==> config.mk <==
export PLATFORM = sky130hd
export DESIGN_NAME = quad_dac_serial_control
export DESIGN_NICKNAME = d
export VERILOG_FILES = /design/src/dac_ctrl_pkg.sv /design/src/frame_if.sv /design/src/serial_rx.sv /design/src/quad_dac_serial_control.sv
export SDC_FILE = /design/constraint.sdc
export NUM_CORES = 1
export LEC_CHECK = 0
export ABC_AREA = 1
export BUFFER_PORTS_ARGS = -buffer_cell sky130_fd_sc_hd__buf_2
export CORE_AREA = 2 2 153 155
export DETAILED_ROUTE_END_ITERATION = 10
export DIE_AREA = 0 0 155 157
export SLEW_MARGIN = 30
export SYNTH_ARGS = -nofsm -noshare
export SYNTH_HDL_FRONTEND = slang
export SYNTH_SLANG_ARGS = --single-unit
==> constraint.sdc <==
create_clock -name clock -period 1.7 [get_ports clock]
set_clock_uncertainty 0.05 [all_clocks]
set_input_delay 0.34 -clock clock [delete_from_list [all_inputs] [get_ports clock]]
set_output_delay 0.34 -clock clock [all_outputs]
set_load 0.005 [all_outputs]
==> src/dac_ctrl_pkg.sv <==
// Package of constants for the quad converter serial control block
`default_nettype none
package dac_ctrl_pkg;
   // ====================================================================
   // Frame layout
   localparam int FRAME_BITS = 16;
   localparam int CODE_W = 10;
   localparam int CMD_W = 4;
   localparam int CHANNELS = 4;
   localparam int CMD_MSB = 15;
   localparam int CMD_LSB = 12;
   localparam int CODE_MSB = 11;
   localparam int CODE_LSB = 2;
   localparam int SUB_MSB = 1;
   localparam int SUB_LSB = 0;
   localparam int SEL_MSB = 4;
   localparam int SEL_LSB = 2;
   localparam logic [4:0] LAST_BIT_COUNT = 5'h0F;
   localparam logic [4:0] FULL_COUNT = 5'h10;

   // ====================================================================
   // Command codes
   localparam logic [1:0] GRP_TRANSPARENT = 2'h0;
   localparam logic [1:0] GRP_LOAD = 2'h1;
   localparam logic [1:0] GRP_COPY = 2'h2;
   localparam logic [3:0] CMD_ALL_TRANSPARENT = 4'hC;
   localparam logic [3:0] CMD_ALL_LOAD = 4'hD;
   localparam logic [3:0] CMD_ALL_COPY = 4'hE;
   localparam logic [3:0] CMD_POWER = 4'hF;
   localparam logic [2:0] SEL_ALL = 3'h4;

   // ====================================================================
   // Output states of a channel
   localparam logic [1:0] PD_AWAKE = 2'h0;
   localparam logic [1:0] PD_FLOAT = 2'h1;
   localparam logic [1:0] PD_1K = 2'h2;
   localparam logic [1:0] PD_100K = 2'h3;

   // ====================================================================
   // Reset values and timing
   localparam logic [CODE_W-1:0] CODE_RESET = 10'h000;
   localparam logic [1:0] PD_RESET = PD_100K;
   localparam int CLOCK_MHZ = 25;
   localparam int WAKE_US = 8;
   localparam int WAKE_CYCLES = WAKE_US * CLOCK_MHZ;
   localparam logic [7:0] WAKE_COUNT = 8'(WAKE_CYCLES);
endpackage : dac_ctrl_pkg
`default_nettype wire

==> src/frame_if.sv <==
// Interface carrying a completed frame from the serial receiver to the register logic
`default_nettype none
interface frame_if;
   import dac_ctrl_pkg::*;
   logic [FRAME_BITS-1:0] word;
   logic done;
   modport rx (output word, output done);
   modport core (input word, input done);
endinterface : frame_if
`default_nettype wire

==> src/serial_rx.sv <==
// Serial receiver: samples the link pins and assembles 16-bit frames
`default_nettype none
module serial_rx
   import dac_ctrl_pkg::*;
(
   input wire logic clock,
   input wire logic reset_n,
   input wire logic cs_n_pin,
   input wire logic sclk_pin,
   input wire logic din_pin,
   frame_if.rx frame
);
   // ====================================================================
   // Pin synchronisers
   logic [2:0] cs_sync_reg;
   logic [2:0] sclk_sync_reg;
   logic [2:0] din_sync_reg;
   logic cs_level_reg;
   logic sclk_level_reg;
   logic din_level_reg;
   logic [FRAME_BITS-1:0] shift_reg;
   logic [4:0] count_reg;
   logic armed_reg;
   logic cs_fall;
   logic cs_rise;
   logic sclk_fall;

   // Three stages; a level counts once stages two and three agree
   always_ff @(posedge clock) begin
      if (!reset_n) begin
         cs_sync_reg <= 3'h7;
         sclk_sync_reg <= 3'h0;
         din_sync_reg <= 3'h0;
      end else begin
         cs_sync_reg <= {cs_sync_reg[1:0], cs_n_pin};
         sclk_sync_reg <= {sclk_sync_reg[1:0], sclk_pin};
         din_sync_reg <= {din_sync_reg[1:0], din_pin};
      end
   end

   // Filtered levels, held while stages two and three disagree
   always_ff @(posedge clock) begin
      if (!reset_n) begin
         cs_level_reg <= 1'b1;
         sclk_level_reg <= 1'b0;
         din_level_reg <= 1'b0;
      end else begin
         if (cs_sync_reg[1] == cs_sync_reg[2]) cs_level_reg <= cs_sync_reg[2];
         if (sclk_sync_reg[1] == sclk_sync_reg[2]) sclk_level_reg <= sclk_sync_reg[2];
         if (din_sync_reg[1] == din_sync_reg[2]) din_level_reg <= din_sync_reg[2];
      end
   end

   assign cs_fall = cs_level_reg && (cs_sync_reg[1] == cs_sync_reg[2]) && !cs_sync_reg[2];
   assign cs_rise = !cs_level_reg && (cs_sync_reg[1] == cs_sync_reg[2]) && cs_sync_reg[2];
   // Only falling edges shift, so the idle level of the clock does not matter
   assign sclk_fall = sclk_level_reg && (sclk_sync_reg[1] == sclk_sync_reg[2]) && !sclk_sync_reg[2];

   // ====================================================================
   // Frame assembly
   always_ff @(posedge clock) begin
      if (!reset_n) begin
         shift_reg <= '0;
         count_reg <= 5'h00;
         armed_reg <= 1'b0;
         frame.done <= 1'b0;
      end else begin
         frame.done <= 1'b0;
         if (cs_fall) begin
            // Fresh frame only on a new falling chip select
            count_reg <= 5'h00;
            armed_reg <= 1'b1;
         end else if (cs_rise) begin
            // Partial word is dropped, nothing is written
            armed_reg <= 1'b0;
         end else if (armed_reg && !cs_level_reg && sclk_fall) begin
            // Data taken on the falling serial clock edge
            shift_reg <= {shift_reg[FRAME_BITS-2:0], din_level_reg};
            count_reg <= count_reg + 5'h01;
            if (count_reg == LAST_BIT_COUNT) begin
               // Act at once on bit sixteen, then ignore edges
               frame.done <= 1'b1;
               armed_reg <= 1'b0;
            end
         end
      end
   end

   assign frame.word = shift_reg;
endmodule : serial_rx
`default_nettype wire

==> src/quad_dac_serial_control.sv <==
// Top level of the quad converter control: command decode, channel registers, power state
`default_nettype none
// Overview of operation
// - Four channels, each takes a 10-bit unsigned code scaling the reference
// - Codes are straight binary, zero is zero scale, 1023 full scale
// - Reset zeroes output registers, buffers off, outputs at 100k termination
// - One channel or all four can be powered down by a frame
// - Power-down leaves holding and output registers untouched
// - Wake restores the output from the kept output register code
// - Command 1111 powers down; select 000-011 one channel, 100 all
// - Subfield 00 wake, 01 float, 10 one kilohm, 11 hundred kilohm
// - Recovery from full power-down takes eight microseconds before valid
// - Data sampled on serial clock falling edges after chip select falls
// - After sixteen bits the word acts at once, no chip select rise needed
// - Chip select rising early discards the partial word
// - Serial clock may idle at either level
// - Each channel has a holding register and an output register
// - Holding registers can load without touching outputs
// - Transparent writes go straight to the output register
// - Output changes only when its output register is written
// - Frame is four command, ten code, two subfield bits, MSB first
// - Command codes for transparent, load, copy, and their all-channel forms
// - Reset also clears holding registers and powers down all channels
module quad_dac_serial_control
   import dac_ctrl_pkg::*;
(
   input wire logic clock,
   input wire logic reset_n,
   input wire logic cs_n,
   input wire logic sclk,
   input wire logic din,
   output logic [CHANNELS*CODE_W-1:0] channel_outputs,
   output logic [CHANNELS*2-1:0] power_state,
   output logic [CHANNELS-1:0] buffer_enable,
   output logic [CHANNELS-1:0] output_valid,
   output logic bias_ready
);
   // ====================================================================
   // Serial receiver
   frame_if frame ();

   serial_rx rx (
      .clock(clock),
      .reset_n(reset_n),
      .cs_n_pin(cs_n),
      .sclk_pin(sclk),
      .din_pin(din),
      .frame(frame)
   );

   // ====================================================================
   // Frame fields
   logic [CMD_W-1:0] command_code;
   logic [CODE_W-1:0] channel_code;
   logic [1:0] trailing_subfield;
   logic [2:0] target_select;
   logic all_channel_select;

   assign command_code = frame.word[CMD_MSB:CMD_LSB];
   assign channel_code = frame.word[CODE_MSB:CODE_LSB]; // Plain binary code
   assign trailing_subfield = frame.word[SUB_MSB:SUB_LSB];
   assign target_select = frame.word[SEL_MSB:SEL_LSB]; // Upper code bits ignored
   assign all_channel_select = (target_select == SEL_ALL);

   // ====================================================================
   // Per-channel write strobes decoded from the command
   logic [CHANNELS-1:0] load_hold;
   logic [CHANNELS-1:0] load_out_direct;
   logic [CHANNELS-1:0] load_out_copy;
   logic [CHANNELS-1:0] set_power;

   always_comb begin
      load_hold = '0;
      load_out_direct = '0;
      load_out_copy = '0;
      set_power = '0;
      if (frame.done) begin
         if (command_code == CMD_POWER) begin
            // Single channel or all four
            if (all_channel_select) set_power = '1;
            else if (!target_select[2]) set_power[target_select[1:0]] = 1'b1;
         end else if (command_code == CMD_ALL_TRANSPARENT) begin
            load_hold = '1;
            load_out_direct = '1;
         end else if (command_code == CMD_ALL_LOAD) begin
            load_hold = '1; // Outputs untouched
         end else if (command_code == CMD_ALL_COPY) begin
            load_out_copy = '1;
         end else begin
            case (command_code[3:2])
               GRP_TRANSPARENT: begin
                  load_hold[command_code[1:0]] = 1'b1;
                  load_out_direct[command_code[1:0]] = 1'b1;
               end
               GRP_LOAD: load_hold[command_code[1:0]] = 1'b1;
               GRP_COPY: load_out_copy[command_code[1:0]] = 1'b1;
               default: ;
            endcase
         end
      end
   end

   // ====================================================================
   // Channel registers
   logic [CODE_W-1:0] hold_reg [CHANNELS];
   logic [CODE_W-1:0] out_reg [CHANNELS];
   logic [1:0] pd_reg [CHANNELS];

   // Holding registers; kept across power-down
   always_ff @(posedge clock) begin
      if (!reset_n) begin
         for (int i = 0; i < CHANNELS; i++) hold_reg[i] <= CODE_RESET;
      end else begin
         for (int i = 0; i < CHANNELS; i++) begin
            if (load_hold[i]) hold_reg[i] <= channel_code;
         end
      end
   end

   // Output registers change only on a direct or copy write
   always_ff @(posedge clock) begin
      if (!reset_n) begin
         for (int i = 0; i < CHANNELS; i++) out_reg[i] <= CODE_RESET;
      end else begin
         for (int i = 0; i < CHANNELS; i++) begin
            if (load_out_direct[i]) out_reg[i] <= channel_code;
            else if (load_out_copy[i]) out_reg[i] <= hold_reg[i];
         end
      end
   end

   // Power state per channel
   always_ff @(posedge clock) begin
      if (!reset_n) begin
         for (int i = 0; i < CHANNELS; i++) pd_reg[i] <= PD_RESET;
      end else begin
         for (int i = 0; i < CHANNELS; i++) begin
            if (set_power[i]) pd_reg[i] <= trailing_subfield;
         end
      end
   end

   // ====================================================================
   // Bias recovery timer: restarts when leaving full power-down
   // The timer only flags validity; it refuses nothing, the host owns the wait
   logic all_down;
   logic all_down_reg;
   logic [7:0] wake_count_reg;

   always_comb begin
      all_down = 1'b1;
      for (int i = 0; i < CHANNELS; i++) begin
         if (pd_reg[i] == PD_AWAKE) all_down = 1'b0;
      end
   end

   always_ff @(posedge clock) begin
      if (!reset_n) begin
         all_down_reg <= 1'b1;
         wake_count_reg <= 8'h00;
      end else begin
         all_down_reg <= all_down;
         if (all_down) wake_count_reg <= 8'h00;
         else if (all_down_reg) wake_count_reg <= WAKE_COUNT;
         else if (wake_count_reg != 8'h00) wake_count_reg <= wake_count_reg - 8'h01;
      end
   end

   // ====================================================================
   // Registered outputs; codes persist through power-down
   always_ff @(posedge clock) begin
      if (!reset_n) begin
         channel_outputs <= '0;
         power_state <= {CHANNELS{PD_RESET}};
         buffer_enable <= '0; // Buffers off at reset
         output_valid <= '0;
         bias_ready <= 1'b0;
      end else begin
         bias_ready <= !all_down && (wake_count_reg == 8'h00) && !all_down_reg;
         for (int i = 0; i < CHANNELS; i++) begin
            channel_outputs[i*CODE_W +: CODE_W] <= out_reg[i];
            power_state[i*2 +: 2] <= pd_reg[i];
            buffer_enable[i] <= (pd_reg[i] == PD_AWAKE);
            output_valid[i] <= (pd_reg[i] == PD_AWAKE) && (wake_count_reg == 8'h00) && !all_down_reg;
         end
      end
   end
endmodule : quad_dac_serial_control
`default_nettype wire

==> impl_results.md <==
- Yosys warns: 0
- Crit. End Element: register
- # fillers: 2,155
- Slowest CP cell: dfxtp_2
- #FFs+latches synth: 189
- Top cell type's share of synthesized area: 37.1%
- Worst-path clk slew: 0.07 ns
- Drt wl/cell: 12.4 µm
- Yosys top cell by area: edfxtp_1
- Final TNS setup: 0 ns
- Power share of the clock group: 43.0%
- Synth area leaders: edfxtp_1, dfxtp_1, nand2_1
- Initial antenna violation count: 0
- Area of the multi-input gates: 1920 µm²
- Worst path max stage delay: 0.38 ns
- Top-count cell post-synth: nand2_1
- Max_slew headroom: 70.3%
- Critical Path Source Type: register
- Most frequent cells after synthesis: nand2_1, inv_1, nor2_1
- Sequential share of power: 54.4%
- Pwr/cell area: 1070 nW/µm²
- Netlist Area Pre-Place: 7130 µm²
- Core area: 22,500 µm²
- Maximum vdd ir drop: 0.000635 V
- CTS tree: built
- Number of global-route vias before repair: 4,615
- Worst-path fanout max: 6
- Top_reg_cell synth: dfxtp_1
- Crit path arrival time: 1.70 ns
- Htree depth: 4
- Post-Route WL: 13,800 µm
- Max cap viols: 0
- Post-route DRC: 0
- Nets: 825
- Status: completed
- Cell Rows: 55
- Crit-path cells: nand2_2 -> nor2_1 -> nand2_1 -> nor2_1 -> nand2_1 -> nor2_1 -> nand2_1
- Slew Viols, Final: 0
- Sw frac: 22.2%
- Clock sink count: 189
- Final min period: 1.56 ns
- Setup bufs post-CTS: 0
- Register area: 4670 µm²
- Sw Pwr: 0.00201 W
- Largest net degree at the start of global routing: 58
- Asr flop ratio synth: 0%
- DIE WIDTH: 155 µm
- DRT iter0 DRCs: 362
- Pleak: 3.66 nW
- Clock Latency Late Sink: 0.44 ns
- Count of unique library cells instantiated by Yosys: 32
- Clock buffer depth: 2
- Syn Nets: 749
- Max Clk Rate: 641 MHz
- Final Setup Violations: 0
- First-pass GRT wire length: 22,700 µm
- Number of I/O port buffers: 61
- Dpl ws: 0.0368 ns
- Die Area: 24,300 µm²
- I/O pin cnt: 62
- Share of cells above drive strength 1: 17.7%
- Comb pwr share: 2.6%
- Critical path class: register to register
- Post-synthesis sequential area ratio: 65.4%
- Layout area overhead: 19.2%
- Worst Hold Class: input pin to register
- Total CTS buffers: 17
- GP Congestion: 0.874
- Antenna cells: 0
- Internal: 0.00705 W
- GRT Total Usage: 11.9%
- Vias/cell: 4.39
- Number of flops mapped to enable cells by yosys: 88
- Slack of the critical path: 0.140 ns
- Worst-Margin Slew: 0.445 ns
- RSZ-0062 raised after global routing: no
- DRT Pass-1 Iters: 5
- Initial core utilization: 31.7%
- Remaining global-route overflow: 0
- Final Cycle Share: 91.8%
- Antenna Violating Nets Remaining: 0
- Via count: 4,893
- Root Driver: clkbuf_16
- Die span in y: 157 µm
- Fin. Hold Viols: 0
- Avg Synthesized Cell Area: 9.63 µm²
- Hold Slack: 0.0492 ns
- Worst endpoint required time: 1.84 ns
- DP HPWL: 9330 µm
- Post-synthesis cell count: 740
==> layout by cell type, fill, tap and decap left out, types with 7 or more instances in the layout <==
cell / synthesis / routed
a21oi_1: 34 / 34
buf_2: 16 / 61
buf_4: 2 / 22
clkbuf_16: 0 / 17
dfxtp_1: 101 / 97
edfxtp_1: 88 / 88
inv_1: 105 / 105
nand2_1: 150 / 149
nand3_1: 27 / 27
nand4_1: 15 / 15
nor2_1: 102 / 102
nor3_1: 8 / 7
o21ai_0: 35 / 35
o22ai_2: 9 / 9
==> per-layer routing <==
metal	track usage [%]	up-vias	share of wire, %
met5	0	-	0
met4	5.64	0	2.4
met3	3.25	21	4.3
met2	18.7	103	46
met1	15.3	2243	47
li1	-	2526	-
==> what timing repair did <==
action | in CTS | in global routing
resized for setup | 0 | 6
hold buffers | 0 | 0
setup endpoints to repair | 0 | 53
==> worst max-delay path: cells and delay by family, from the launching register on <==
kind / cells / cell delay (ns)
simple gates: 7 / 0.88
flops: 1 / 0.38
==> layout make-up <==
class	count	area share (%)
Inverter	110	4.86
Tap cell	285	4.20
Clock inverter	15	1.90
Timing Repair Buffer	87	6.48
Multi-Input combinational cell	411	22.6
Clock buffer	17	5.01
Sequential cell	189	55.0
==> stage by stage <==
| stage | power [W] | std cells | utilization [%] | instance area (µm²) |
|---|---|---|---|---|
| 2_1_floorplan | 0.00516 | 740 | - | 7130 |
| 3_3_place_gp | 0.00527 | 1082 | 35.1 | 7890 |
| 3_5_place_dp | 0.00528 | 1082 | 35.1 | 7890 |
| 4_1_cts | 0.00917 | 1114 | 37.7 | 8480 |
| 5_1_grt | 0.00937 | 1114 | 37.7 | 8490 |
| 6_report | 0.00906 | 1114 | 37.7 | 8490 |
==> power groups by stage <==
stage	Clock [W]	Sequential (W)	Combinational, W
floorplan	0	0.00504	0.000123
global placement	0	0.00503	0.000235
detailed placement	0	0.00504	0.000239
CTS	0.00399	0.00493	0.000240
global route	0.00416	0.00494	0.000270
finish	0.00389	0.00493	0.000233
==> final timing paths <==
check | from | end | cells after the start | slack [ns]
worst min register to register | rx.cs_sync_reg[0] | rx.cs_sync_reg[1] | 1 | 0.37
worst min-delay path | cs_n | rx.cs_sync_reg[0] | 2 | 0.05
worst max register to register | rx.frame.word[15] | pd_reg[1][1] | 7 | 0.14
worst max-delay path | rx.frame.word[15] | pd_reg[1][1] | 7 | 0.14
==> cells by family (layout without fill, tap and decap cells) <==
logic type / Yosys count / count (layout) / share of synthesized area [%]
buf+inv: 140 / 229 / 7.78
fa+ha+maj: 4 / 4 / 0.702
xor+xnor: 5 / 5 / 0.614
compound gates: 88 / 88 / 7.29
simple gates: 314 / 314 / 18.2
flops: 189 / 189 / 65.4
Power figures use the tool's default switching activity.
